**src/flash_timebase_pkg.sv**
```systemverilog
// Package with register map, field positions and reset values for the flash timebase block
package flash_timebase_pkg;
  // Register offsets
  localparam logic [3:0] timebase_ctrl_offset = 4'h0;
  localparam logic [3:0] option_shadow_offset = 4'h1;
  localparam logic [3:0] key_data_offset = 4'h2;
  localparam logic [3:0] lock_status_offset = 4'h3;
  localparam logic [3:0] blank_pass_offset = 4'h4;
  // Timebase control fields
  localparam int loaded_bit = 7;
  localparam int prescale_bit = 6;
  localparam int ratio_width = 6;
  localparam int prescale_ratio = 8;
  localparam logic [7:0] timebase_ctrl_reset = 8'h00;
  // Option shadow fields
  localparam int unlock_allow_bit = 7;
  localparam int redirect_off_bit = 6;
  localparam logic [7:0] option_used_mask = 8'hC3;
  localparam logic [1:0] unsecured_code = 2'h2;
  localparam logic [7:0] option_shadow_reset = 8'h00;
  // Backdoor key
  localparam int key_bytes = 8;
  localparam logic [2:0] key_index_reset = 3'h0;
endpackage : flash_timebase_pkg

```
**src/flash_timebase_and_options.sv**
```systemverilog
// Flash timebase divider register, option shadow and security state
// Overview of operation
// - Reset clears loaded flag bit 7; first divider write sets it
// - Erase and program are blocked until the loaded flag is set
// - Bit 6 selects bus clock or bus clock divided by eight
// - Flash clock is selected input divided by ratio field plus one
// - Each timing pulse lasts one flash clock; operations use whole pulses
// - Every reset copies the stored option byte into the shadow
// - Shadow bits 5 to 2 always read zero
// - Shadow is always readable; writes change nothing
// - With unlock allow clear, backdoor unlock is always rejected
// - Key values only count from user firmware, not the debug path
// - Eight matching key bytes in order unsecure until next reset
// - Shadow bit 6 set disables vector redirection
// - Only lock code 10 means unsecured; others are secured
// - While secured, unsecured sources cannot reach RAM or flash
// - Security state becomes unsecured after backdoor match or blank check; lock code bits stay unchanged
//
// Decided for this implementation: strobed register access and the address map.
module flash_timebase_and_options
  import flash_timebase_pkg::*;
#(
  parameter int ratio_bits = ratio_width,
  parameter int key_count = key_bytes
) (
  // Clock and reset
  input wire logic i_clock,
  input wire logic i_reset,
  // Register port
  input wire logic [3:0] i_address,
  input wire logic [7:0] i_write_data,
  input wire logic i_write,
  input wire logic i_read,
  input wire logic i_debug_access,
  output logic [7:0] o_read_data,
  // Nonvolatile sources
  input wire logic [7:0] i_stored_option_byte,
  input wire logic [63:0] i_stored_unlock_key,
  // Flash engine
  input wire logic i_op_request,
  input wire logic i_memory_request,
  input wire logic i_memory_unsecured_source,
  output logic o_op_allowed,
  output logic o_memory_grant,
  output logic o_flash_tick,
  output logic o_vector_redirect_off,
  output logic o_secured
);
  logic [7:0] flash_timebase_ctrl;
  logic [7:0] flash_option_shadow;
  logic load_pending;
  logic [2:0] key_index;
  logic key_good;
  logic backdoor_open;
  logic blank_pass;
  logic key_write;
  logic [7:0] expected_key;
  logic [7:0] next_read_data;

  function automatic logic is_unsecured(input logic [1:0] code);
    return code == unsecured_code;
  endfunction

  // Pulse divider
  flash_pulse_divider #(
    .ratio_bits(ratio_bits)
  ) divider (
    .i_clock(i_clock),
    .i_reset(i_reset),
    .i_run(flash_timebase_ctrl[loaded_bit]),
    .i_prescale(flash_timebase_ctrl[prescale_bit]),
    .i_ratio(flash_timebase_ctrl[ratio_bits-1:0]),
    .o_tick(o_flash_tick)
  );

  // Divider register
  always_ff @(posedge i_clock) begin
    if (i_reset) begin
      flash_timebase_ctrl <= timebase_ctrl_reset;
    end else if (i_write && i_address == timebase_ctrl_offset) begin
      flash_timebase_ctrl[loaded_bit] <= 1'b1;
      flash_timebase_ctrl[prescale_bit] <= i_write_data[prescale_bit];
      flash_timebase_ctrl[ratio_bits-1:0] <= i_write_data[ratio_bits-1:0];
    end
  end

  // Option shadow loads once after reset release
  always_ff @(posedge i_clock) begin
    if (i_reset) begin
      flash_option_shadow <= option_shadow_reset;
      load_pending <= 1'b1;
    end else if (load_pending) begin
      flash_option_shadow <= i_stored_option_byte & option_used_mask;
      load_pending <= 1'b0;
    end
  end

  // Backdoor key comparison
  assign key_write = i_write && i_address == key_data_offset && !i_debug_access;
  assign expected_key = i_stored_unlock_key[8*(key_count-1-int'(key_index)) +: 8];

  always_ff @(posedge i_clock) begin
    if (i_reset) begin
      key_index <= key_index_reset;
      key_good <= 1'b1;
      backdoor_open <= 1'b0;
    end else if (key_write && flash_option_shadow[unlock_allow_bit]) begin
      if (key_index == 3'(key_count - 1)) begin
        backdoor_open <= backdoor_open || (key_good && i_write_data == expected_key);
        key_index <= key_index_reset;
        key_good <= 1'b1;
      end else begin
        key_good <= key_good && i_write_data == expected_key;
        key_index <= key_index + 3'h1;
      end
    end
  end

  // Blank check result
  always_ff @(posedge i_clock) begin
    if (i_reset) begin
      blank_pass <= 1'b0;
    end else if (i_write && i_address == blank_pass_offset && !i_debug_access
                 && i_write_data[0]) begin
      blank_pass <= 1'b1;
    end
  end

  // Outputs
  assign o_secured = !(is_unsecured(flash_option_shadow[1:0]) || backdoor_open
                       || blank_pass);
  assign o_op_allowed = i_op_request && flash_timebase_ctrl[loaded_bit];
  assign o_memory_grant = i_memory_request && (!o_secured || !i_memory_unsecured_source);
  assign o_vector_redirect_off = flash_option_shadow[redirect_off_bit];

  // Read mux; option shadow ignores writes
  always_comb begin
    next_read_data = 8'h00;
    unique case (i_address)
      timebase_ctrl_offset: next_read_data = flash_timebase_ctrl;
      option_shadow_offset: next_read_data = flash_option_shadow;
      lock_status_offset: next_read_data = {7'h00, o_secured};
      default: next_read_data = 8'h00;
    endcase
  end

  always_ff @(posedge i_clock) begin
    if (i_reset) begin
      o_read_data <= 8'h00;
    end else if (i_read) begin
      o_read_data <= next_read_data;
    end else begin
      o_read_data <= 8'h00;
    end
  end
endmodule // flash_timebase_and_options

```
**src/flash_pulse_divider.sv**
```systemverilog
// Divider that makes one flash clock tick per prescaled ratio period
module flash_pulse_divider
  import flash_timebase_pkg::*;
#(
  parameter int ratio_bits = 6
) (
  // Clock and reset
  input wire logic i_clock,
  input wire logic i_reset,
  // Settings
  input wire logic i_run,
  input wire logic i_prescale,
  input wire logic [ratio_bits-1:0] i_ratio,
  // Tick
  output logic o_tick
);
  logic [2:0] pre_count;
  logic [ratio_bits-1:0] div_count;
  logic pre_tick;

  assign pre_tick = !i_prescale || (pre_count == 3'(prescale_ratio - 1));

  always_ff @(posedge i_clock) begin
    if (i_reset || !i_run) begin
      pre_count <= 3'h0;
    end else if (pre_tick) begin
      pre_count <= 3'h0;
    end else begin
      pre_count <= pre_count + 3'h1;
    end
  end

  always_ff @(posedge i_clock) begin
    if (i_reset || !i_run) begin
      div_count <= '0;
      o_tick <= 1'b0;
    end else if (pre_tick && div_count >= i_ratio) begin
      div_count <= '0;
      o_tick <= 1'b1;
    end else begin
      if (pre_tick) begin
        div_count <= div_count + 1'b1;
      end
      o_tick <= 1'b0;
    end
  end
endmodule // flash_pulse_divider

```
**config.mk**
```make
export PLATFORM = sky130hd
export DESIGN_NAME = flash_timebase_and_options
export DESIGN_NICKNAME = d
export VERILOG_FILES = /design/src/flash_timebase_pkg.sv /design/src/flash_timebase_and_options.sv /design/src/flash_pulse_divider.sv
export SDC_FILE = /design/constraint.sdc
export NUM_CORES = 1
export LEC_CHECK = 0
export BUFFER_PORTS_ARGS = -buffer_cell sky130_fd_sc_hd__buf_2
export CAP_MARGIN = 20
export CORE_MARGIN = 5
export CORE_UTILIZATION = 47
export DETAILED_ROUTE_END_ITERATION = 16
export PLACE_DENSITY = 0.81
export SLEW_MARGIN = 30
export SYNTH_ARGS = -nofsm -noshare
export SYNTH_HDL_FRONTEND = slang
export SYNTH_SLANG_ARGS = --single-unit
```
**constraint.sdc**
```tcl
create_clock -name i_clock -period 2.25 [get_ports i_clock]
set_input_delay 0.1125 -clock i_clock [delete_from_list [all_inputs] [get_ports i_clock]]
set_output_delay 0.1125 -clock i_clock [all_outputs]
set_load 0.02 [all_outputs]
```
# Word level (Yosys, flattened, before mapping)
# Cells that the tools add are included.
totals:
  reg_bits: 37
  rom_bits: 0
  mem_count: 0
  output_inout_bits: 13
  in_bits: 92
  latchBits: 0
  wordCells: 58
  mem_bits_rw: 0
op_classes:
  bitwise_logic: 1
  n_lt_le_gt_ge: 1
  n_shift: 1
  n_reduce_logical: 27
  add_sub_neg: 4
  muxes: 5
  n_div: 0
  multipliers: 0
  eq_ne: 8
ops:
  columns: ["cell", "n"]
  rows:
  - ["64-bit by 7-bit variable part select with 8-bit output", 1]
  - ["8-bit one-hot mux with 3 select lines", 1]
  - ["1-bit logical AND", 11]
  - ["4-bit by 2-bit equality test with 1-bit output, second input constant", 2]
  - ["8-bit equality test", 1]
  - ["3-bit by 1-bit adder with 3-bit output, second input constant", 2]
  - ["6-bit by 1-bit adder with 6-bit output, second input constant", 1]
  - ["3-bit equality test, second input constant", 2]
  - ["6-bit greater-or-equal comparator", 1]
  - ["1-bit logical OR", 6]
  - ["2-bit OR reduction", 3]
  - ["1-bit logical NOT", 5]
  - ["4-bit by 1-bit equality test with 1-bit output, second input constant", 1]
  - ["4-bit by 3-bit equality test with 1-bit output, second input constant", 1]
  - ["4-bit logical NOT", 1]
  - ["3-bit by 3-bit subtractor with 4-bit output, first input constant", 1]
  - ["1-bit 2-to-1 mux", 3]
  - ["3-bit 2-to-1 mux", 1]
  - ["2-bit equality test, second input constant", 1]
  - ["2-bit AND reduction", 1]
  - ["1-bit inverter", 1]

# Longest topological paths before layout
depth:
  ltp_word: 5
  ltp_mapped: 8

# Hierarchy
# From an unflattened synthesis, not the netlist that was laid out.
unflattened:
  cells_unflattened: 222
  hier_area_um2: 2242.2
by_module_without_submodules:
  columns: ["module", "n_inst", "cells_each", "seq_area_each_um2", "area_each_um2"]
  rows:
  - ["flash_timebase_and_options", 1, 163, 540.5, 1672.9]
  - ["flash_pulse_divider", 1, 59, 200.2, 569.3]

# Worst setup path before layout
# OpenSTA, ideal clock, no wires.
synth_timing:
  path_type: "flip-flop to flip-flop"
  start: "register divider.div_count[0]"
  end: "register divider.div_count[5]"
  setup_time_ns: 0.095
  period_less_slack_ns: 1.980
  path_buffers: 0
  required_time_ns: 2.155
  arrival_time_ns: 1.885
  stages_incl_launch_ff: 9
  setup_slack_ns: 0.270
  cell_sequence: "dfxtp_1 inv_1 ha_1 nand2b_1 a21o_1 a21o_1 a21o_1 a211o_1 a221oi_1"
synth_via:
  elab_chain_len: 3
synth_lines:
  columns: ["item", "line", "source"]
  rows:
  - ["from (decl)", "flash_pulse_divider.sv:18", "logic [ratio_bits-1:0] div_count;"]
  - ["from (signal assigned)", "flash_pulse_divider.sv:42", "div_count <= div_count + 1'b1;"]
  - ["6-bit greater-or-equal comparator", "flash_pulse_divider.sv:37", "end else if (pre_tick && div_count >= i_ratio) begin"]
  - ["1-bit logical AND", "flash_pulse_divider.sv:37", null]
  - ["2-bit OR reduction (no line)", null, null]
# Parallel ways exist; a longest one is shown, timed or not.
# A chain may end at the register's enable or synchronous reset.

# Worst setup path after layout
# Same ends and word-level chain as after synthesis.

==> impl_results.md <==
- Vias: 2,032
- Final period demand of the worst path: 2.08 ns
- CTS Hold Bufs: 0
- Synth top area share: 0.328
- Synth Instances: 230
- Run status: finished clean
- Clk_lat worst skew: 0.29 ns
- CP required: 2.44 ns
- GPL Wtd Cong: 0.826
- DRC viols: 0
- Overall Global Routing Usage: 0.183
- Avg Inst Size Synth: 9.81 µm²
- FF/Latch Area: 741 µm²
- Psw: 0.311 mW
- Net Sw Frac: 0.216
- Critical path class: reg -> reg
- TNS Setup: 0 ns
- CTS resizes: 0
- Number of buffers created by CTS: 5
- Combinational Power Share: 0.127
- Routed wire length per instance: 14.2 µm
- H-tree Lvls: 2
- Crit path DAT: 2.28 ns
- Worst setup EP type: register
- Worst-path cell chain: inv_1 -> ha_1 -> nand2b_1 -> a21o_1 -> a21o_1 -> a21o_1 -> a211o_1 -> a221oi_2
- R2r setup slk: 0.17 ns
- Global-route wire length before repair: 9110 µm
- Initial antenna violation count: 0
- Asr flop ratio synth: 0
- Hold WC Path Type: in -> reg
- DRT antenna net count: 0
- I/O Buffers: 100
- Vias in the first global route: 2,020
- Synth Net Count: 333
- Register bit total from synthesis: 37
- HPWL Detailed: 4520 µm
- Max cap viols: 0
- Clock Skews: 0.0106 ns
- Post-synthesis cell type count: 44
- Internal: 1.12 mW
- Most frequent CP cell: a21o_1
- Starting Density: 0.481
- Startpoint Class: register
- Nets: 432
- WL final: 5440 µm
- Power share of the clock group: 0.407
- CTS Buffer Depth: 2
- Relative slew margins: 0.682
- Die Wd: 79.3 µm
- TritonCTS clock tree: done
- Commonest non-fill, non-tap cell in the layout: buf_2
- Final Setup Violations: 0
- Area of the mapped netlist: 2260 µm²
- # fillers: 396
- Crit-path max cell delay: 0.40 ns
- Hold Vio Cnt, Final: 0
- Hold Slack: 0.0611 ns
- Yosys warnings: 0
- Max VDD drop: 238 µV
- EDFF count, synth: 0
- Ys flop type: dfxtp_1
- Top delay family on crit path: compound AO/OA/AOI/OAI gates
- Pwr per Cell Area: 491 nW/µm²
- Setup Fix Bufs, Post-CTS: 0
- IO Count: 105
- Synth top area cells: dfxtp_1, mux2i_1, ha_1
- Largest area contributor in the netlist: dfxtp_1
- Area Overhead vs Synth: 29.6%
- Final period util: 0.926
- Crit Path Max Fanout: 7
- Largest net degree at the start of global routing: 29
- Initial drt markers: 78
- Area occupied by multi-input gates: 1410 µm²
- Total core area: 4690 µm²
- Inserted Diodes: 0
- DP Area: 2800 µm²
- Max Slew Vio Count: 0
- Layout cells sized above 1: 0.361
- CP Buf/Inv Count: 1
- Core Rows: 25
- Worst Max-Slew Pin Slew: 0.476 ns
- Fmax: 480 MHz
- Die height: 79.3 µm
- CTS root buf: clkbuf_8
- Avg Vias per Cell: 5.29
- Grt ovf: 0
- Drt pass-1 iters: 4
- Leakage power: 1.36 nW
- Cell area after layout: 2930 µm²
- Most frequent cells in the layout: buf_2, mux2i_1, dfxtp_1, nor2_1
- Register area share after synthesis: 0.328
- Die area: 6290 µm²
- Sequential share of power: 0.466
- Slowest CP cell: a211o_1
- Unrepaired setup endpoints after global routing: no
- CTS sink count: 37
- Clock slew at reported path FFs: 0.07 ns
- Core Util, Final: 0.623
## path summary, 6_finish.rpt
| kind | depth (start not counted) | from | end |
|---|---|---|---|
| setup / recovery | 8 | divider.div_count[0]$_SDFFE_PP0P_ | divider.div_count[5]$_SDFFE_PP0P_ |
| hold / removal | 3 | i_stored_option_byte[0] | flash_option_shadow[0]$_SDFFE_PP0P_ |
| setup reg to reg | 8 | divider.div_count[0]$_SDFFE_PP0P_ | divider.div_count[5]$_SDFFE_PP0P_ |
| hold reg to reg | 1 | divider.pre_count[0]$_SDFF_PP0_ | divider.pre_count[0]$_SDFF_PP0_ |
## power groups by stage
| stage | clock (mW) | sequential (mW) | combinational, mW |
|---|---|---|---|
| 2_1_floorplan | 0 | 0.684 | 0.0866 |
| 3_3_place_gp | 0 | 0.684 | 0.179 |
| 3_5_place_dp | 0 | 0.685 | 0.183 |
| 4_1_cts | 0.599 | 0.670 | 0.183 |
| 5_1_grt | 0.632 | 0.671 | 0.202 |
| 6_report | 0.584 | 0.670 | 0.182 |
## per-stage QoR
stage	power, mW	std cells	setup slack (ns)
3_3_place_gp	0.863	376	0.228
2_1_floorplan	0.770	230	0.270
6_report	1.44	384	0.166
5_1_grt	1.50	384	0.0630
4_1_cts	1.45	384	0.133
3_5_place_dp	0.868	376	0.153
## cells in the mapped netlist (all sizes together) (2+ instances only)
library cell,number
xor2,6
a21oi,5
nand2b,4
nor2,29
a21o,4
nor2b,2
nand4,7
nand3b,3
a211oi,6
clkbuf,6
ha,11
nand3,2
mux2i,39
nor3,3
a22o,4
xnor2,6
buf,7
nand2,4
dfxtp,37
inv,11
and2,4
mux4,6
a221oi,5
nor4,5
## per-layer routing
metal / part of all wire / wire (µm) / global-route usage / vias up
met5: 0 / 0 / 0 / -
met4: 0.011 / 59 / 0.0481 / 0
met3: 0.090 / 487 / 0.0533 / 6
met2: 0.48 / 2620 / 0.311 / 90
met1: 0.42 / 2280 / 0.226 / 894
li1: - / - / - / 1042
## cell families after synthesis
| kind of cell | after synthesis | share of synthesized area |
|---|---|---|
| flip-flops | 37 | 0.328 |
| XOR/XNOR | 12 | 0.0466 |
| multiplexers | 45 | 0.243 |
| adder cells (fa/ha/maj) | 11 | 0.0610 |
| buffers and inverters | 24 | 0.0504 |
| AO/OA/AOI/OAI | 32 | 0.111 |
| AND/OR/NAND/NOR | 69 | 0.160 |
## worst min-delay path, stage by stage
cell and delay [ns]:
buf_2 0.07, mux2i_1 0.05, nor2_1 0.07
## sequential cells by signal, summed over array words and instances, names as in the netlist
signal / flops
flash_timebase_ctrl: 8
o_read_data: 8
divider.div_count: 6
flash_option_shadow: 4
divider.pre_count: 3
key_index: 3
backdoor_open: 1
blank_pass: 1
divider.o_tick: 1
key_good: 1
load_pending: 1
## area by class of cell
class | count | area share
Tap cell | 54 | 0.0231
Sequential cell | 37 | 0.253
Timing Repair Buffer | 105 | 0.188
Clock buffer | 7 | 0.0295
Multi-Input combinational cell | 169 | 0.482
Clock inverter | 1 | 0.0103
Inverter | 11 | 0.0141
Note: power is estimated with default switching activity, not from simulation.
